$ cat src/common/snd_params.svh
// Purpose : Constants of the SPI NAND instruction decoder
// Assumes : Included by the decoder package users
// Notes   : Macros only, no logic
`ifndef SND_PARAMS_SVH
`define SND_PARAMS_SVH

// ==========================================================
// Opcodes
`define SND_OP_RESET      8'hff
`define SND_OP_DIE_SEL    8'hc2
`define SND_OP_ID         8'h9f
`define SND_OP_RD_SR_A    8'h0f
`define SND_OP_RD_SR_B    8'h05
`define SND_OP_WR_SR_A    8'h1f
`define SND_OP_WR_SR_B    8'h01
`define SND_OP_WR_EN      8'h06
`define SND_OP_WR_DIS     8'h04
`define SND_OP_SWAP       8'ha1
`define SND_OP_ERASE      8'hd8
`define SND_OP_PROG_EXEC  8'h10
`define SND_OP_PAGE_RD    8'h13
`define SND_OP_LOAD       8'h02
`define SND_OP_LOAD_RND   8'h84
`define SND_OP_LOAD_Q     8'h32
`define SND_OP_LOAD_Q_RND 8'h34
`define SND_OP_READ       8'h03
`define SND_OP_FAST       8'h0b
`define SND_OP_FAST4      8'h0c
`define SND_OP_DUAL       8'h3b
`define SND_OP_DUAL4      8'h3c
`define SND_OP_QUAD       8'h6b
`define SND_OP_QUAD4      8'h6c
`define SND_OP_DIO        8'hbb
`define SND_OP_DIO4       8'hbc
`define SND_OP_QIO        8'heb
`define SND_OP_QIO4       8'hec

// ==========================================================
// Frame fields
`define SND_COL_BYTES     3'd2
`define SND_BUF_DUM_STD   3'd1
`define SND_BUF_DUM_4B    3'd3
`define SND_BUF_DUM_QIO   3'd2
`define SND_BUF_DUM_QIO4  3'd5
`define SND_CONT_DUM_RD   3'd3
`define SND_CONT_DUM_FST  3'd4
`define SND_CONT_DUM_FST4 3'd5
`define SND_CONT_DUM_QIO  3'd6
`define SND_CONT_DUM_QIO4 3'd7
`define SND_L1            3'd1
`define SND_L2            3'd2
`define SND_L4            3'd4
`define SND_BYTE_BITS     4'd8
`define SND_SR_PROT       4'ha
`define SND_SR_CONF       4'hb
`define SND_SR_STAT       4'hc
`define SND_SEL_PROT      2'd0
`define SND_SEL_CONF      2'd1
`define SND_SEL_STAT      2'd2
`define SND_SEL_NONE      2'd3
`define SND_DIE0          8'h00
`define SND_DIE1          8'h01
`define SND_SYNC_RST      6'h20
// Identity bytes, values arbitrary
`define SND_MFR_ID        8'h5a
`define SND_DEV_ID_HI     8'h3c
`define SND_DEV_ID_LO     8'h96

// ==========================================================
// Timing
`define SND_CLK_PERIOD_NS 10
`define SND_CONT_BUSY_NS  5000
`define SND_CONT_BUSY_CYC (`SND_CONT_BUSY_NS / `SND_CLK_PERIOD_NS)

`endif

$ cat src/common/snd_pkg.sv
// Purpose : Types of the SPI NAND instruction decoder
// Assumes : Nothing
// Notes   : State structs of all three modules
package snd_pkg;

  // ========================================================
  // Enumerations
  typedef logic [2:0] snd_lanes_t;

  typedef enum logic [2:0] {
    SND_PH_IDLE  = 3'b000,
    SND_PH_OP    = 3'b001,
    SND_PH_ARG   = 3'b010,
    SND_PH_DUMMY = 3'b011,
    SND_PH_DOUT  = 3'b100,
    SND_PH_DIN   = 3'b101,
    SND_PH_SKIP  = 3'b110
  } snd_phase_e;

  typedef enum logic [2:0] {
    SND_K_BAD   = 3'b000,
    SND_K_WRITE = 3'b001,
    SND_K_READ  = 3'b010,
    SND_K_ID    = 3'b011,
    SND_K_SR    = 3'b100,
    SND_K_LOAD  = 3'b101
  } snd_kind_e;

  // ========================================================
  // Structs
  typedef struct packed {
    snd_kind_e  kind;
    logic [2:0] nargs;
    logic [2:0] ndum;
    snd_lanes_t alanes;
    snd_lanes_t dlanes;
    logic       quad;
    logic       rst_buf;
  } snd_cmd_s;

  typedef struct packed {
    logic [5:0] s1;
    logic [5:0] s2;
    logic [5:0] s3;
  } snd_sync_s;

  typedef struct packed {
    logic [7:0] sh;
    logic [3:0] cnt;
    logic [3:0] out;
    logic [3:0] oe_n;
    logic       take;
  } snd_tx_s;

  typedef struct packed {
    snd_phase_e ph;
    logic [7:0]  op;
    logic [7:0]  sh;
    logic [3:0]  bits;
    logic [2:0]  nbyte;
    logic [31:0] arg;
    logic [11:0] col;
    logic [1:0]  idx;
    logic        fetch;
    logic [7:0]  tx_byte;
    logic        cmd_stb;
    logic        ld_stb;
    logic [7:0]  ld_data;
    logic [11:0] ld_col;
    logic        buf_rst;
    logic        ld_abort;
    logic        die;
    logic        idle;
    logic [9:0]  cbusy;
    logic        binv;
  } snd_core_s;

endpackage

$ cat src/common/snd_link_if.sv
// Purpose : Carries sampled pins and the output shifter handshake
// Assumes : All signals on clk
// Notes   : Pulses last one clk cycle
`timescale 1ns/10ps
`default_nettype none
interface snd_link_if;
  import snd_pkg::*;
  logic       sclk_rise;
  logic       sclk_fall;
  logic       cs_fall;
  logic       cs_rise;
  logic [3:0] io_in;
  logic       tx_en;
  snd_lanes_t tx_lanes;
  logic [7:0] tx_byte;
  logic       tx_take;
  logic [3:0] io_out;
  logic [3:0] io_oe_n;

  modport sync (output sclk_rise, sclk_fall, cs_fall, cs_rise, io_in);
  modport core (input sclk_rise, cs_fall, cs_rise, io_in, tx_take,
                io_out, io_oe_n,
                output tx_en, tx_lanes, tx_byte);
  modport shifter (input sclk_fall, tx_en, tx_lanes, tx_byte,
                   output tx_take, io_out, io_oe_n);
endinterface
`default_nettype wire

$ cat src/design/snd_cmd_decoder.sv
// Purpose : SPI NAND instruction decoder for a two-die stack
// Assumes : Pins sampled on clk, serial clock below clk / 8
// Notes   : Array, ECC and register contents live outside
//
// Behaviour
// - Configuration bit buf_mode set selects the buffer read frame formats
// - 03h/0Bh/3Bh/6Bh: two column bytes, one dummy, data on 1/1/2/4 lines
// - 0Ch/3Ch/6Ch: two column bytes, three dummy bytes, then data
// - BBh: address, one dummy and data on two lines; BCh three dummies
// - EBh: address, two dummies and data on four lines; ECh five
// - Two-line address: line 0 even column bits, line 1 odd bits
// - Two-line data: line 1 odd bits, line 0 even bits, MSB first
// - Four-line address: line n carries column bits n+12, n+8, n+4, n
// - Four-line data: line n carries bit n+4 then bit n
// - Only the low twelve column bits are used
// - Page address: upper ten bits block, lower six bits page
// - Block addresses: bits 9..0 block, logical bits 15..14 extra info
// - Register address Axh protection, Bxh configuration, Cxh status
// - Write-protect enable rejects all quad load and quad read opcodes
// - Continuous mode: read end gives 5 us busy and invalid buffer
// - Buffer mode: ready at once after a read, buffer kept
// - 02h/32h reset the buffer before loading; 84h/34h do not
// - One active die at a time, die 0 after power-up
// - C2h plus one identifier byte makes that die active
// - A busy die keeps working while another die is selected
// - Invalid identifier idles both dies until a valid select
// - Frame starts at chip select fall, opcode MSB first on rises
// - Write type frames not ending on a byte boundary are ignored
// - While busy only status reads, identification reads and die select are accepted
`timescale 1ns/10ps
`default_nettype none
`include "snd_params.svh"
module snd_cmd_decoder
  import snd_pkg::*;
(
  // Clock and reset
  input  wire logic        clk,
  input  wire logic        rst_n,
  // SPI pins
  input  wire logic        spi_cs_n,
  input  wire logic        spi_sclk,
  input  wire logic [3:0]  spi_io_in,
  output logic [3:0]       spi_io_out,
  output logic [3:0]       spi_io_oe_n,
  // Configuration
  input  wire logic        buf_mode,
  input  wire logic        wp_enable,
  // Dies
  input  wire logic [1:0]  die_busy,
  output logic [1:0]       die_active,
  // Status registers
  output logic [1:0]       sr_sel,
  input  wire logic [7:0]  sr_rdata,
  // Buffer read
  output logic             rd_req,
  output logic [11:0]      rd_column,
  input  wire logic [7:0]  rd_data,
  output logic             buf_invalid,
  output logic             cont_busy,
  // Program load
  output logic             load_stb,
  output logic [11:0]      load_column,
  output logic [7:0]       load_data,
  output logic             buf_reset,
  output logic             load_abort,
  // Committed commands
  output logic             cmd_stb,
  output logic [7:0]       cmd_opcode,
  output logic [31:0]      cmd_arg,
  output logic [15:0]      page_address,
  output logic [9:0]       page_block,
  output logic [5:0]       page_in_block,
  output logic [9:0]       logical_block_address,
  output logic [1:0]       logical_block_info,
  output logic [9:0]       physical_block_address
);
  import snd_pkg::*;

  // ==========================================================
  // Frame layout per opcode
  function automatic snd_cmd_s decode(input logic [7:0] op,
                                      input logic       bm);
    snd_cmd_s c;
    c        = '0;
    c.kind   = SND_K_BAD;
    c.alanes = `SND_L1;
    c.dlanes = `SND_L1;
    case (op)
      `SND_OP_RESET, `SND_OP_WR_EN, `SND_OP_WR_DIS, `SND_OP_WR_SR_A,
      `SND_OP_WR_SR_B, `SND_OP_SWAP, `SND_OP_ERASE, `SND_OP_PROG_EXEC,
      `SND_OP_PAGE_RD, `SND_OP_DIE_SEL:
        c.kind = SND_K_WRITE;
      `SND_OP_ID:
      begin
        c.kind = SND_K_ID;
        c.ndum = `SND_BUF_DUM_STD;
      end
      `SND_OP_RD_SR_A, `SND_OP_RD_SR_B:
      begin
        c.kind  = SND_K_SR;
        c.nargs = 3'd1;
      end
      `SND_OP_LOAD, `SND_OP_LOAD_RND, `SND_OP_LOAD_Q, `SND_OP_LOAD_Q_RND:
      begin
        c.kind    = SND_K_LOAD;
        c.nargs   = `SND_COL_BYTES;
        c.rst_buf = (op == `SND_OP_LOAD) || (op == `SND_OP_LOAD_Q);
      end
      `SND_OP_READ:
        c.ndum = bm ? `SND_BUF_DUM_STD : `SND_CONT_DUM_RD;
      `SND_OP_FAST, `SND_OP_DUAL, `SND_OP_QUAD, `SND_OP_DIO:
        c.ndum = bm ? `SND_BUF_DUM_STD : `SND_CONT_DUM_FST;
      `SND_OP_FAST4, `SND_OP_DUAL4, `SND_OP_QUAD4, `SND_OP_DIO4:
        c.ndum = bm ? `SND_BUF_DUM_4B : `SND_CONT_DUM_FST4;
      `SND_OP_QIO:
        c.ndum = bm ? `SND_BUF_DUM_QIO : `SND_CONT_DUM_QIO;
      `SND_OP_QIO4:
        c.ndum = bm ? `SND_BUF_DUM_QIO4 : `SND_CONT_DUM_QIO4;
      default:
        c.kind = SND_K_BAD;
    endcase
    case (op)
      `SND_OP_READ, `SND_OP_FAST, `SND_OP_FAST4, `SND_OP_DUAL,
      `SND_OP_DUAL4, `SND_OP_QUAD, `SND_OP_QUAD4, `SND_OP_DIO,
      `SND_OP_DIO4, `SND_OP_QIO, `SND_OP_QIO4:
      begin
        c.kind  = SND_K_READ;
        c.nargs = bm ? `SND_COL_BYTES : 3'd0;
      end
      default:
        c.nargs = c.nargs;
    endcase
    case (op)
      `SND_OP_DUAL, `SND_OP_DUAL4:
        c.dlanes = `SND_L2;
      `SND_OP_DIO, `SND_OP_DIO4:
      begin
        c.alanes = `SND_L2;
        c.dlanes = `SND_L2;
      end
      `SND_OP_QUAD, `SND_OP_QUAD4, `SND_OP_LOAD_Q, `SND_OP_LOAD_Q_RND:
      begin
        c.dlanes = `SND_L4;
        c.quad   = 1'b1;
      end
      `SND_OP_QIO, `SND_OP_QIO4:
      begin
        c.alanes = `SND_L4;
        c.dlanes = `SND_L4;
        c.quad   = 1'b1;
      end
      default:
        c.quad = 1'b0;
    endcase
    return c;
  endfunction

  // ==========================================================
  // Pins and output shifter
  snd_link_if lk ();

  snd_pin_sync u_sync (
    .clk      (clk),
    .rst_n    (rst_n),
    .cs_n_pin (spi_cs_n),
    .sclk_pin (spi_sclk),
    .io_pin   (spi_io_in),
    .lk       (lk)
  );

  snd_tx_shift u_tx (
    .clk   (clk),
    .rst_n (rst_n),
    .lk    (lk)
  );

  // ==========================================================
  // Frame engine
  snd_core_s  q_ff;
  snd_core_s  nxt_q;
  snd_cmd_s   cmd;
  snd_lanes_t lanes;
  logic [7:0] shifted;
  logic [3:0] bits_sum;
  logic       byte_done;
  logic       busy_eff;
  logic       args_end;
  logic       to_data;

  always_comb
  begin
    nxt_q          = q_ff;
    nxt_q.cmd_stb  = 1'b0;
    nxt_q.ld_stb   = 1'b0;
    nxt_q.buf_rst  = 1'b0;
    nxt_q.ld_abort = 1'b0;
    nxt_q.fetch    = 1'b0;
    args_end       = 1'b0;
    to_data        = 1'b0;
    cmd = decode((q_ff.ph == SND_PH_OP) ? q_ff.sh : q_ff.op, buf_mode);
    case (q_ff.ph)
      SND_PH_ARG, SND_PH_DUMMY: lanes = cmd.alanes;
      SND_PH_DIN:               lanes = cmd.dlanes;
      default:                  lanes = `SND_L1;
    endcase
    case (lanes)
      `SND_L2: shifted = {q_ff.sh[5:0], lk.io_in[1:0]};
      `SND_L4: shifted = {q_ff.sh[3:0], lk.io_in};
      default: shifted = {q_ff.sh[6:0], lk.io_in[0]};
    endcase
    cmd       = decode((q_ff.ph == SND_PH_OP) ? shifted : q_ff.op, buf_mode);
    bits_sum  = q_ff.bits + {1'b0, lanes};
    byte_done = (bits_sum == `SND_BYTE_BITS);
    busy_eff  = die_busy[q_ff.die] | (q_ff.cbusy != 10'd0);
    if (q_ff.cbusy != 10'd0)
      nxt_q.cbusy = q_ff.cbusy - 10'd1;

    if (lk.cs_rise)
    begin
      nxt_q.ph = SND_PH_IDLE;
      if (q_ff.ph == SND_PH_ARG && cmd.kind == SND_K_WRITE
          && q_ff.bits == 4'd0)
      begin
        nxt_q.cmd_stb = 1'b1;
        if (q_ff.op == `SND_OP_PAGE_RD)
          nxt_q.binv = 1'b0;
        if (q_ff.op == `SND_OP_DIE_SEL)
        begin
          nxt_q.idle = !(q_ff.arg[7:0] == `SND_DIE0
                         || q_ff.arg[7:0] == `SND_DIE1);
          if (q_ff.arg[7:0] == `SND_DIE1)
            nxt_q.die = 1'b1;
          else if (q_ff.arg[7:0] == `SND_DIE0)
            nxt_q.die = 1'b0;
        end
      end
      if (cmd.kind == SND_K_LOAD && q_ff.bits != 4'd0
          && (q_ff.ph == SND_PH_ARG || q_ff.ph == SND_PH_DIN))
        nxt_q.ld_abort = 1'b1;
      if (cmd.kind == SND_K_READ && !buf_mode
          && (q_ff.ph == SND_PH_ARG || q_ff.ph == SND_PH_DUMMY
              || q_ff.ph == SND_PH_DOUT))
      begin
        nxt_q.cbusy = 10'(`SND_CONT_BUSY_CYC);
        nxt_q.binv  = 1'b1;
      end
    end
    else if (lk.cs_fall)
    begin
      nxt_q.ph   = SND_PH_OP;
      nxt_q.bits = 4'd0;
    end
    else if (lk.sclk_rise && (q_ff.ph == SND_PH_OP
             || q_ff.ph == SND_PH_ARG || q_ff.ph == SND_PH_DUMMY
             || q_ff.ph == SND_PH_DIN))
    begin
      nxt_q.sh   = shifted;
      nxt_q.bits = byte_done ? 4'd0 : bits_sum;
      if (byte_done)
      begin
        case (q_ff.ph)
          SND_PH_OP:
          begin
            nxt_q.op    = shifted;
            nxt_q.arg   = 32'h0;
            nxt_q.nbyte = cmd.nargs;
            if (cmd.kind == SND_K_BAD)
              nxt_q.ph = SND_PH_SKIP;
            else if (q_ff.idle && shifted != `SND_OP_DIE_SEL)
              nxt_q.ph = SND_PH_SKIP;
            else if (busy_eff && shifted != `SND_OP_DIE_SEL
                     && cmd.kind != SND_K_ID && cmd.kind != SND_K_SR)
              nxt_q.ph = SND_PH_SKIP;
            else if (wp_enable && cmd.quad)
              nxt_q.ph = SND_PH_SKIP;
            else if (cmd.kind == SND_K_WRITE || cmd.nargs != 3'd0)
              nxt_q.ph = SND_PH_ARG;
            else
              args_end = 1'b1;
          end
          SND_PH_ARG:
          begin
            nxt_q.arg = {q_ff.arg[23:0], shifted};
            if (cmd.kind != SND_K_WRITE)
            begin
              nxt_q.nbyte = q_ff.nbyte - 3'd1;
              args_end    = (q_ff.nbyte == 3'd1);
            end
          end
          SND_PH_DUMMY:
          begin
            nxt_q.nbyte = q_ff.nbyte - 3'd1;
            to_data     = (q_ff.nbyte == 3'd1);
          end
          default:
          begin
            nxt_q.ld_stb  = 1'b1;
            nxt_q.ld_data = shifted;
            nxt_q.ld_col  = q_ff.col;
            nxt_q.col     = q_ff.col + 12'd1;
          end
        endcase
      end
    end
    else if (q_ff.ph == SND_PH_DOUT && lk.tx_take)
    begin
      // Read ahead so a byte waits before the shifter needs it
      nxt_q.fetch = 1'b1;
      nxt_q.col   = q_ff.col + 12'd1;
      if (q_ff.idx != 2'd3)
        nxt_q.idx = q_ff.idx + 2'd1;
    end

    if (args_end)
    begin
      if (cmd.ndum != 3'd0)
      begin
        nxt_q.ph    = SND_PH_DUMMY;
        nxt_q.nbyte = cmd.ndum;
      end
      else
        to_data = 1'b1;
    end
    if (to_data)
    begin
      nxt_q.col = nxt_q.arg[11:0];
      nxt_q.idx = 2'd0;
      if (cmd.kind == SND_K_LOAD)
      begin
        nxt_q.ph      = SND_PH_DIN;
        nxt_q.buf_rst = cmd.rst_buf;
      end
      else
      begin
        nxt_q.ph    = SND_PH_DOUT;
        nxt_q.fetch = 1'b1;
      end
    end

    if (q_ff.fetch)
    begin
      case (cmd.kind)
        SND_K_ID:
          case (q_ff.idx)
            2'd0:    nxt_q.tx_byte = `SND_MFR_ID;
            2'd1:    nxt_q.tx_byte = `SND_DEV_ID_HI;
            2'd2:    nxt_q.tx_byte = `SND_DEV_ID_LO;
            default: nxt_q.tx_byte = 8'h00;
          endcase
        SND_K_SR: nxt_q.tx_byte = sr_rdata;
        default:  nxt_q.tx_byte = rd_data;
      endcase
    end
  end

  always_ff @(posedge clk or negedge rst_n)
  begin
    if (!rst_n)
      q_ff <= '0;
    else
      q_ff <= nxt_q;
  end

  // ==========================================================
  // Outputs
  assign lk.tx_en    = (q_ff.ph == SND_PH_DOUT);
  assign lk.tx_lanes = cmd.dlanes;
  assign lk.tx_byte  = q_ff.tx_byte;
  assign spi_io_out  = lk.io_out;
  assign spi_io_oe_n = lk.io_oe_n;

  // Invalid identifier leaves no die answering
  assign die_active = q_ff.idle ? 2'b00 : (q_ff.die ? 2'b10 : 2'b01);

  always_comb
  begin
    // Read uses the first argument byte, write the one before data
    case ((cmd.kind == SND_K_SR) ? q_ff.arg[7:4] : q_ff.arg[15:12])
      `SND_SR_PROT: sr_sel = `SND_SEL_PROT;
      `SND_SR_CONF: sr_sel = `SND_SEL_CONF;
      `SND_SR_STAT: sr_sel = `SND_SEL_STAT;
      default:      sr_sel = `SND_SEL_NONE;
    endcase
  end

  assign rd_req      = q_ff.fetch && (cmd.kind == SND_K_READ);
  assign rd_column   = q_ff.col;
  assign buf_invalid = q_ff.binv;
  assign cont_busy   = (q_ff.cbusy != 10'd0);
  assign load_stb    = q_ff.ld_stb;
  assign load_column = q_ff.ld_col;
  assign load_data   = q_ff.ld_data;
  assign buf_reset   = q_ff.buf_rst;
  assign load_abort  = q_ff.ld_abort;
  assign cmd_stb     = q_ff.cmd_stb;
  assign cmd_opcode  = q_ff.op;
  assign cmd_arg     = q_ff.arg;
  assign page_address           = q_ff.arg[15:0];
  assign page_block             = q_ff.arg[15:6];
  assign page_in_block          = q_ff.arg[5:0];
  assign logical_block_address  = q_ff.arg[25:16];
  assign logical_block_info     = q_ff.arg[31:30];
  assign physical_block_address = q_ff.arg[9:0];

endmodule // snd_cmd_decoder
`default_nettype wire

$ cat src/design/snd_pin_sync.sv
// Purpose : Two-stage sampling of the SPI pins and edge finding
// Assumes : Serial clock far slower than clk
// Notes   : Edges come from the second and third stages
`timescale 1ns/10ps
`default_nettype none
`include "snd_params.svh"
module snd_pin_sync
(
  // Clock and reset
  input  wire logic  clk,
  input  wire logic  rst_n,
  // Raw pins
  input  wire logic  cs_n_pin,
  input  wire logic  sclk_pin,
  input  wire logic [3:0] io_pin,
  // Sampled side
  snd_link_if.sync   lk
);
  import snd_pkg::*;

  // ========================================================
  // State
  snd_sync_s q_ff;
  snd_sync_s nxt_q;

  always_comb
  begin
    nxt_q    = q_ff;
    nxt_q.s1 = {cs_n_pin, sclk_pin, io_pin};
    nxt_q.s2 = q_ff.s1;
    nxt_q.s3 = q_ff.s2;
  end

  always_ff @(posedge clk or negedge rst_n)
  begin
    if (!rst_n)
      q_ff <= '{s1: `SND_SYNC_RST, s2: `SND_SYNC_RST, s3: `SND_SYNC_RST};
    else
      q_ff <= nxt_q;
  end

  // ========================================================
  // Edges, stage one stays private to stage two
  assign lk.sclk_rise = q_ff.s2[4] & ~q_ff.s3[4];
  assign lk.sclk_fall = ~q_ff.s2[4] & q_ff.s3[4];
  assign lk.cs_fall   = ~q_ff.s2[5] & q_ff.s3[5];
  assign lk.cs_rise   = q_ff.s2[5] & ~q_ff.s3[5];
  assign lk.io_in     = q_ff.s2[3:0];

endmodule // snd_pin_sync
`default_nettype wire

$ cat src/design/snd_tx_shift.sv
// Purpose : Output shifter on the falling serial clock edge
// Assumes : Next byte is waiting in tx_byte before a byte ends
// Notes   : Output enables are active low
`timescale 1ns/10ps
`default_nettype none
`include "snd_params.svh"
module snd_tx_shift
(
  // Clock and reset
  input  wire logic   clk,
  input  wire logic   rst_n,
  // Link
  snd_link_if.shifter lk
);
  import snd_pkg::*;

  // ========================================================
  // State
  snd_tx_s    q_ff;
  snd_tx_s    nxt_q;
  logic [7:0] src;
  logic [3:0] rem;

  always_comb
  begin
    nxt_q      = q_ff;
    nxt_q.take = 1'b0;
    src        = (q_ff.cnt == 4'd0) ? lk.tx_byte : q_ff.sh;
    rem        = (q_ff.cnt == 4'd0) ? `SND_BYTE_BITS : q_ff.cnt;
    if (!lk.tx_en)
    begin
      nxt_q.cnt  = 4'd0;
      nxt_q.oe_n = 4'hf;
    end
    else if (lk.sclk_fall)
    begin
      nxt_q.take = (q_ff.cnt == 4'd0);
      nxt_q.cnt  = rem - {1'b0, lk.tx_lanes};
      case (lk.tx_lanes)
        `SND_L2:
        begin
          nxt_q.out  = {2'b00, src[7:6]};
          nxt_q.oe_n = 4'b1100;
          nxt_q.sh   = {src[5:0], 2'b00};
        end
        `SND_L4:
        begin
          nxt_q.out  = src[7:4];
          nxt_q.oe_n = 4'b0000;
          nxt_q.sh   = {src[3:0], 4'h0};
        end
        default:
        begin
          // Single lane data leaves on line 1
          nxt_q.out  = {2'b00, src[7], 1'b0};
          nxt_q.oe_n = 4'b1101;
          nxt_q.sh   = {src[6:0], 1'b0};
        end
      endcase
    end
  end

  always_ff @(posedge clk or negedge rst_n)
  begin
    if (!rst_n)
      q_ff <= '{sh: 8'h00, cnt: 4'h0, out: 4'h0, oe_n: 4'hf, take: 1'b0};
    else
      q_ff <= nxt_q;
  end

  assign lk.tx_take = q_ff.take;
  assign lk.io_out  = q_ff.out;
  assign lk.io_oe_n = q_ff.oe_n;

endmodule // snd_tx_shift
`default_nettype wire

$ cat config.mk
export PLATFORM = sky130hd
export DESIGN_NAME = snd_cmd_decoder
export DESIGN_NICKNAME = d
export VERILOG_FILES = /design/src/common/snd_pkg.sv /design/src/common/snd_link_if.sv /design/src/design/snd_cmd_decoder.sv /design/src/design/snd_pin_sync.sv /design/src/design/snd_tx_shift.sv
export VERILOG_INCLUDE_DIRS = /design/src /design/src/common
export SDC_FILE = /design/constraint.sdc
export NUM_CORES = 1
export LEC_CHECK = 0
export ABC_AREA = 1
export BUFFER_PORTS_ARGS = -buffer_cell sky130_fd_sc_hd__buf_2
export CAP_MARGIN = 10
export CORE_UTILIZATION = 30
export DETAILED_ROUTE_END_ITERATION = 12
export SYNTH_ARGS = -nofsm -noshare
export SYNTH_HDL_FRONTEND = slang
export SYNTH_HIERARCHICAL = 1
export SYNTH_SLANG_ARGS = --single-unit
$ cat constraint.sdc
create_clock -name clk -period 6.9 [get_ports clk]
set_input_delay 1.035 -clock clk [delete_from_list [all_inputs] [get_ports clk]]
set_output_delay 1.035 -clock clk [all_outputs]
set_load 0.03 [all_outputs]
Word level (Yosys, flattened, before mapping)

Index checks and enable logic that the tools add are counted.

$add $sub $neg: 6
$lt $le $gt $ge: 1
Eq/ne operators: 73
Muxes and demuxes: 104
Bitwise operators: 12
Reduce and logical (&&, ||, !) cells: 67

Operator list:

| operator             | number |
|---|---|
| $eq A8 B8 Y1 const B | 15 |
| $mux W21             | 5 |
| $mux W50             | 2 |
| $eq A8 B6 Y1 const B | 8 |
| $pmux W32 S2         | 1 |
| $pmux W8 S2          | 4 |
| $mux W58             | 1 |
| $mux W3              | 19 |
| $mux W47             | 1 |
| $mux W1              | 33 |
| $mux W11             | 3 |
| $eq A8 B5 Y1 const B | 4 |
| $eq A8 B7 Y1 const B | 4 |
| $mux W15             | 2 |
| $reduce_and A5 Y1    | 5 |
| $eq A8 B3 Y1 const B | 3 |
| $eq A8 B4 Y1 const B | 3 |
| $mux W12             | 2 |
| $mux W4              | 6 |
| $mux W8              | 3 |
| $pmux W3 S2          | 4 |
| $pmux W8 S3          | 1 |
| $reduce_or A4 Y1     | 5 |
| $eq A3 B2 Y1 const B | 6 |
| 52 further kinds     | 123 |

Flip-flop bits (word level): 157
Input bits: 28

Depth between registers and ports, before layout

Word-level depth: 28
Gate-level depth with buffers: 33

Modules after synthesis

The synthesis kept the hierarchy.

Modules (own cells, without submodules):

| module          | instances | cells an instance | area an instance (µm²) | seq. area each (µm²) |
|---|---|---|---|---|
| snd_cmd_decoder | 1         | 1,023             | 7,739.9                | 2,952.8 |
| snd_tx_shift    | 1         | 153               | 1,202.4                | 479.2 |
| snd_pin_sync    | 1         | 26                | 414.1                  | 354.1 |

Worst setup path after synthesis

Ideal clock, no wire load.

Path kind: reg2reg
Start: reg q_ff[117] (netlist name)
End: reg q_ff (netlist bit cmd_arg[14])
Setup time: 0.138 ns
Arrival time: 3.855 ns
Required time: 6.762 ns
Path slack: 2.906 ns
Stages on the path, launching flop included: 28
Path buffers: 3
Period minus slack after synthesis: 3.994 ns
Cells stage by stage: dfrtp_1 -> inv_2 -> nand3_4 -> buf_6 -> o21ai_2 -> nand2_1 -> nor2_2 -> inv_1 -> nor2_1 -> nand2_1 -> inv_2 -> nor2_4 -> ha_1 -> fa_1 -> xnor2_1 -> nand3_1 -> nor2_1 -> inv_1 -> nor2_1 -> inv_1 -> nor2_1 -> nand2_1 -> inv_1 -> nor2_1 -> inv_1 -> buf_2 -> clkbuf_1 -> o22ai_1

Cells in the longest elaborated chain, start to end: 9

Ends and longest elaborated chain:

| item                                                      | line                                                                   | text |
|---|---|---|
| start, declared                                           | snd_cmd_decoder.sv:179                                                 | `snd_core_s q_ff;` |
| start signal, assigned                                    | snd_cmd_decoder.sv:361                                                 | `q_ff <= nxt_q;` |
| $eq A3 B1 Y1                                              | snd_cmd_decoder.sv:200, snd_cmd_decoder.sv:253, snd_cmd_decoder.sv:261 |  |
| $mux W8                                                   | snd_cmd_decoder.sv:200                                                 | `cmd = decode((q_ff.ph == SND_PH_OP) ? q_ff.sh : q_ff.op, buf_mode);` |
| $eq A8 B6 Y1 (tied with other cells)                      | n/a                                                                    |  |
| $reduce_or A6 Y1 (no source line) (tied with other cells) | n/a                                                                    |  |
| $pmux W3 S2                                               | snd_cmd_decoder.sv:133                                                 | `case (op)` |
| $pmux W3 S2                                               | snd_cmd_decoder.sv:201                                                 | `case (q_ff.ph)` |
| $add A4 B3 Y4                                             | snd_cmd_decoder.sv:212                                                 | `bits_sum = q_ff.bits + {1'b0, lanes};` |
| $eq A4 B4 Y1 (no source line)                             | n/a                                                                    |  |
| $reduce_and A5 Y1 (no source line)                        | n/a                                                                    |  |

Several ways; a longest one is shown, not always the timed one.
A chain may end at the register's enable or synchronous reset.

Worst setup path in the final report

Start: reg q_ff[115] (netlist name)
End: reg q_ff (netlist bit rd_column[1])

Cells in the longest elaborated chain, start to end: 28

Ends and longest elaborated chain:

| item                                                      | line                   | text |
|---|---|---|
| $eq A3 B1 Y1                                              | n/a                    |  |
| $mux W8                                                   | snd_cmd_decoder.sv:200 |  |
| $eq A8 B6 Y1 (tied with other cells)                      | n/a                    |  |
| $reduce_or A6 Y1 (no source line) (tied with other cells) | n/a                    |  |
| $pmux W3 S2                                               | snd_cmd_decoder.sv:133 |  |
| $pmux W3 S2                                               | snd_cmd_decoder.sv:201 |  |
| $eq A3 B3 Y1 / $eq A3 B2 Y1 (equally long branches)       | snd_cmd_decoder.sv:206 | `case (lanes)` |
| $pmux W8 S2                                               | snd_cmd_decoder.sv:206 |  |
| [12 not listed]                                           | n/a                    |  |
| $pmux W1 S2                                               | snd_cmd_decoder.sv:261 | `case (q_ff.ph)` |
| $mux W1                                                   | snd_cmd_decoder.sv:259 | `if (byte_done)` |
| $mux W1                                                   | snd_cmd_decoder.sv:253 | `else if (lk.sclk_rise && (q_ff.ph == SND_PH_OP` |
| $mux W1                                                   | snd_cmd_decoder.sv:248 | `else if (lk.cs_fall)` |
| $mux W1                                                   | snd_cmd_decoder.sv:218 | `if (lk.cs_rise)` |
| $mux W1                                                   | snd_cmd_decoder.sv:314 | `if (args_end)` |
| $ne A3 B3 Y1 (no source line) (tied with other cells)     | n/a                    |  |
| $reduce_and A5 Y1 (no source line)                        | n/a                    |  |

Several ways; a longest one is shown, not always the timed one. The select of a mux whose other input is x is not followed.

==> flow_metrics.tcl <==
set metrics [dict create \
    run_status "finished clean" \
    numCtsBuffers 17 \
    yosysWarningCount 6 \
    grt_max_degree 87 \
    routed_via_density 4.710 \
    chipHeight_um 178.6 \
    synth_fp_nets 1249 \
    ir_drop_mv 0.1682 \
    hpwl_mm 19.47 \
    critPathRequiredTime_ns 7.23 \
    cts_hold_buf 0 \
    tns_ns 0 \
    netlist.area_leader.share_pct 38.78 \
    clock-sinks 151 \
    die_area_mm2 0.03190 \
    ios 173 \
    grtUsageTotal_pct 16.44 \
    htreeDepth 4 \
    core_mm2 0.03067 \
    place_ws_ns 1.340 \
    cts_tree "done" \
    setup_violations 0 \
    gr-total-overflow 0 \
    power.density_mw_per_mm2 216.5 \
    io_buffer_count 172 \
    fin_util_pct 33.10 \
    worstMarginPinSlew_ns 0.9484 \
    rows 64 \
    wirelength_mm 25.43 \
    grt_pass1_wl_mm 40.37 \
    endpoint_kind "flip-flop" \
    vias 7744 \
    r2r_slack_ns 1.31 \
    fin_nets 1282 \
    cp_slowest_stage_delay_ns 0.83 \
    drive_above_1_share_pct 23.16 \
    rsz0062_at_grt "no" \
    crit_path_frequent_cell "nand2_1" \
    ys_seq_area_share_pct 40.47 \
    die_w_um 178.6 \
    synthFlopType "dfrtp_1" \
    syn-cell-area_mm2 0.009356 \
    grtUsageMet1_pct 23.04 \
    path_class "flip-flop to flip-flop" \
    finClkSkew_ns 0.01833 \
    synth_area_per_cell_um2 7.784 \
    first_iter_violations 658 \
    gr-max-usage-layer "met2" \
    final_cell_mix "nand2_1 (234), buf_2 (171), inv_1 (152)" \
    synth-seq-cells 151 \
    synthTopCellsByArea "dfrtp_1 (39%), buf_4 (11%), nand2_1 (9.4%), inv_1 (6.1%), nor2_1 (4.3%)" \
    start_util_pct 30.51 \
    period_needed_ns 5.587 \
    report.final.slew_viol_count 0 \
    cap_viol_max_count 0 \
    crit_path_top_delay_cell "clkinv_1" \
    diodes 0 \
    grt_pass1_vias 7388 \
    antenna_found_initial 0 \
    leakagePower_nw 5.145 \
    post_cts_buffers 0 \
    drt_pre_antenna_iters 5 \
    drc 0 \
    layout_commonest_cell "nand2_1" \
    syn_inst 1202 \
    globalRouteMet2Util_pct 25.76 \
    fmaxAchievable_mhz 179.0 \
    ant_nets 0 \
    area_growth_pct 8.505 \
    worst-path-buf-inv 7 \
    cts_resized 0 \
    worst_ep_arrival_time_ns 5.92 \
    final_hold_viol_count 0 \
    start_kind "flip-flop" \
    ys_types 55 \
    setup_ws_ns 1.313 \
    cts_root_buffer "clkbuf_16" \
    post_drt_wl_per_cell_um 15.47 \
    async_flop_share_pct 100.0 \
    synth_top_area_cell "dfrtp_1" \
    gp_congestion 0.9109 \
    cp_max_fo 37 \
    cts.path.max_buffers 2 \
    insertion_delay_ns 0.45 \
    synth-edff-count 0 \
    slew_headroom_pct 36.70 \
    hold_path.class "flip-flop to flip-flop" \
    min_period_over_period_pct 80.97 \
    cts.clk_slew.worst_paths_ns 0.07 \
    grtUsageMet3_pct 2.920 \
    crit_family "simple AND/OR/NAND/NOR gates" \
]
-- metal layers --
layer / share of wire (%) / wire length, µm / vias to the layer above
li1: - / - / 3805
met1: 48 / 12280 / 3719
met2: 46 / 11740 / 200
met3: 4.4 / 1121 / 20
met4: 1.1 / 284 / 0
met5: 0 / 0 / -
-- synthesized netlist by cell type (all sizes together), types with 7 or more instances --
cell type  number
nor3           15
inv           169
dfrtp         145
nand3          76
nor2          121
nand4          10
nand2         260
o21ai          82
o211ai         15
nor4            7
a31oi           8
or2             7
buf           147
o22ai          31
a21oi          28
ha             17
clkbuf         12
-- kinds of logic after synthesis --
family,synth area share [%]
mux,0.1203
flops,40.47
xor+xnor,0.9360
buf+inv,19.31
fa+ha+maj,2.701
simple gates,24.51
compound gates,11.96
-- per-stage QoR --
step	power, W	cells	hold WS, ns	cell area, µm²
finish	0.002198	1644	0.3540	10150
global route	0.002305	1644	0.3679	10150
CTS	0.002223	1644	0.3568	10150
detailed placement	0.001273	1612	0.3402	9573
global placement	0.001272	1612	0.3350	9573
floorplan	0.001175	1202	0.3312	9356
-- sequential cells by signal, summed over array words and instances (netlist names) --
signal           count
buf_invalid          1
buf_reset            1
cmd_arg             32
cmd_opcode           8
cmd_stb              1
lk.tx_byte           8
load_abort           1
load_column         12
load_data            8
load_stb             1
q_ff                33
rd_column           12
u_sync/lk.io_in      4
u_sync/nxt_q         8
u_sync/q_ff          2
u_tx/lk.io_oe_n      3
u_tx/lk.io_out       4
u_tx/lk.tx_take      1
u_tx/q_ff           11
-- where the power goes --
group	internal [W]	leakage (nW)	switching, W
clock network	0.000513	0.283	0.000426
registers	0.000929	1.95	0.0000383
logic	0.0000890	2.91	0.000202
-- worst paths after layout --
path,endpoint,depth (start not counted),from
hold reg to reg,u_sync/lk.io_in[0]$_DFF_PN0_,0,u_sync/nxt_q[6]$_DFF_PN0_
min in group asynchronous,u_sync/nxt_q[10]$_DFF_PN0_,1,rst_n
max in group asynchronous,q_ff[117]$_DFF_PN0_,2,rst_n
hold / removal,u_sync/lk.io_in[0]$_DFF_PN0_,0,u_sync/nxt_q[6]$_DFF_PN0_
setup reg to reg,rd_column[1]$_DFFE_PN0P_,29,q_ff[115]$_DFF_PN0_
setup / recovery,rd_column[1]$_DFFE_PN0P_,29,q_ff[115]$_DFF_PN0_
-- final cells by class --
class                   instances  area (µm²)
clock buffers                  18       429.2
inverters                     174       653.1
well taps                     396       495.5
clock inverters                14       150.1
repair buffers                173       874.6
fillers                      3318       20520
flip-flops and latches        151        3786
multi-input cells             718        3764
Power figures use the tool's default switching activity.
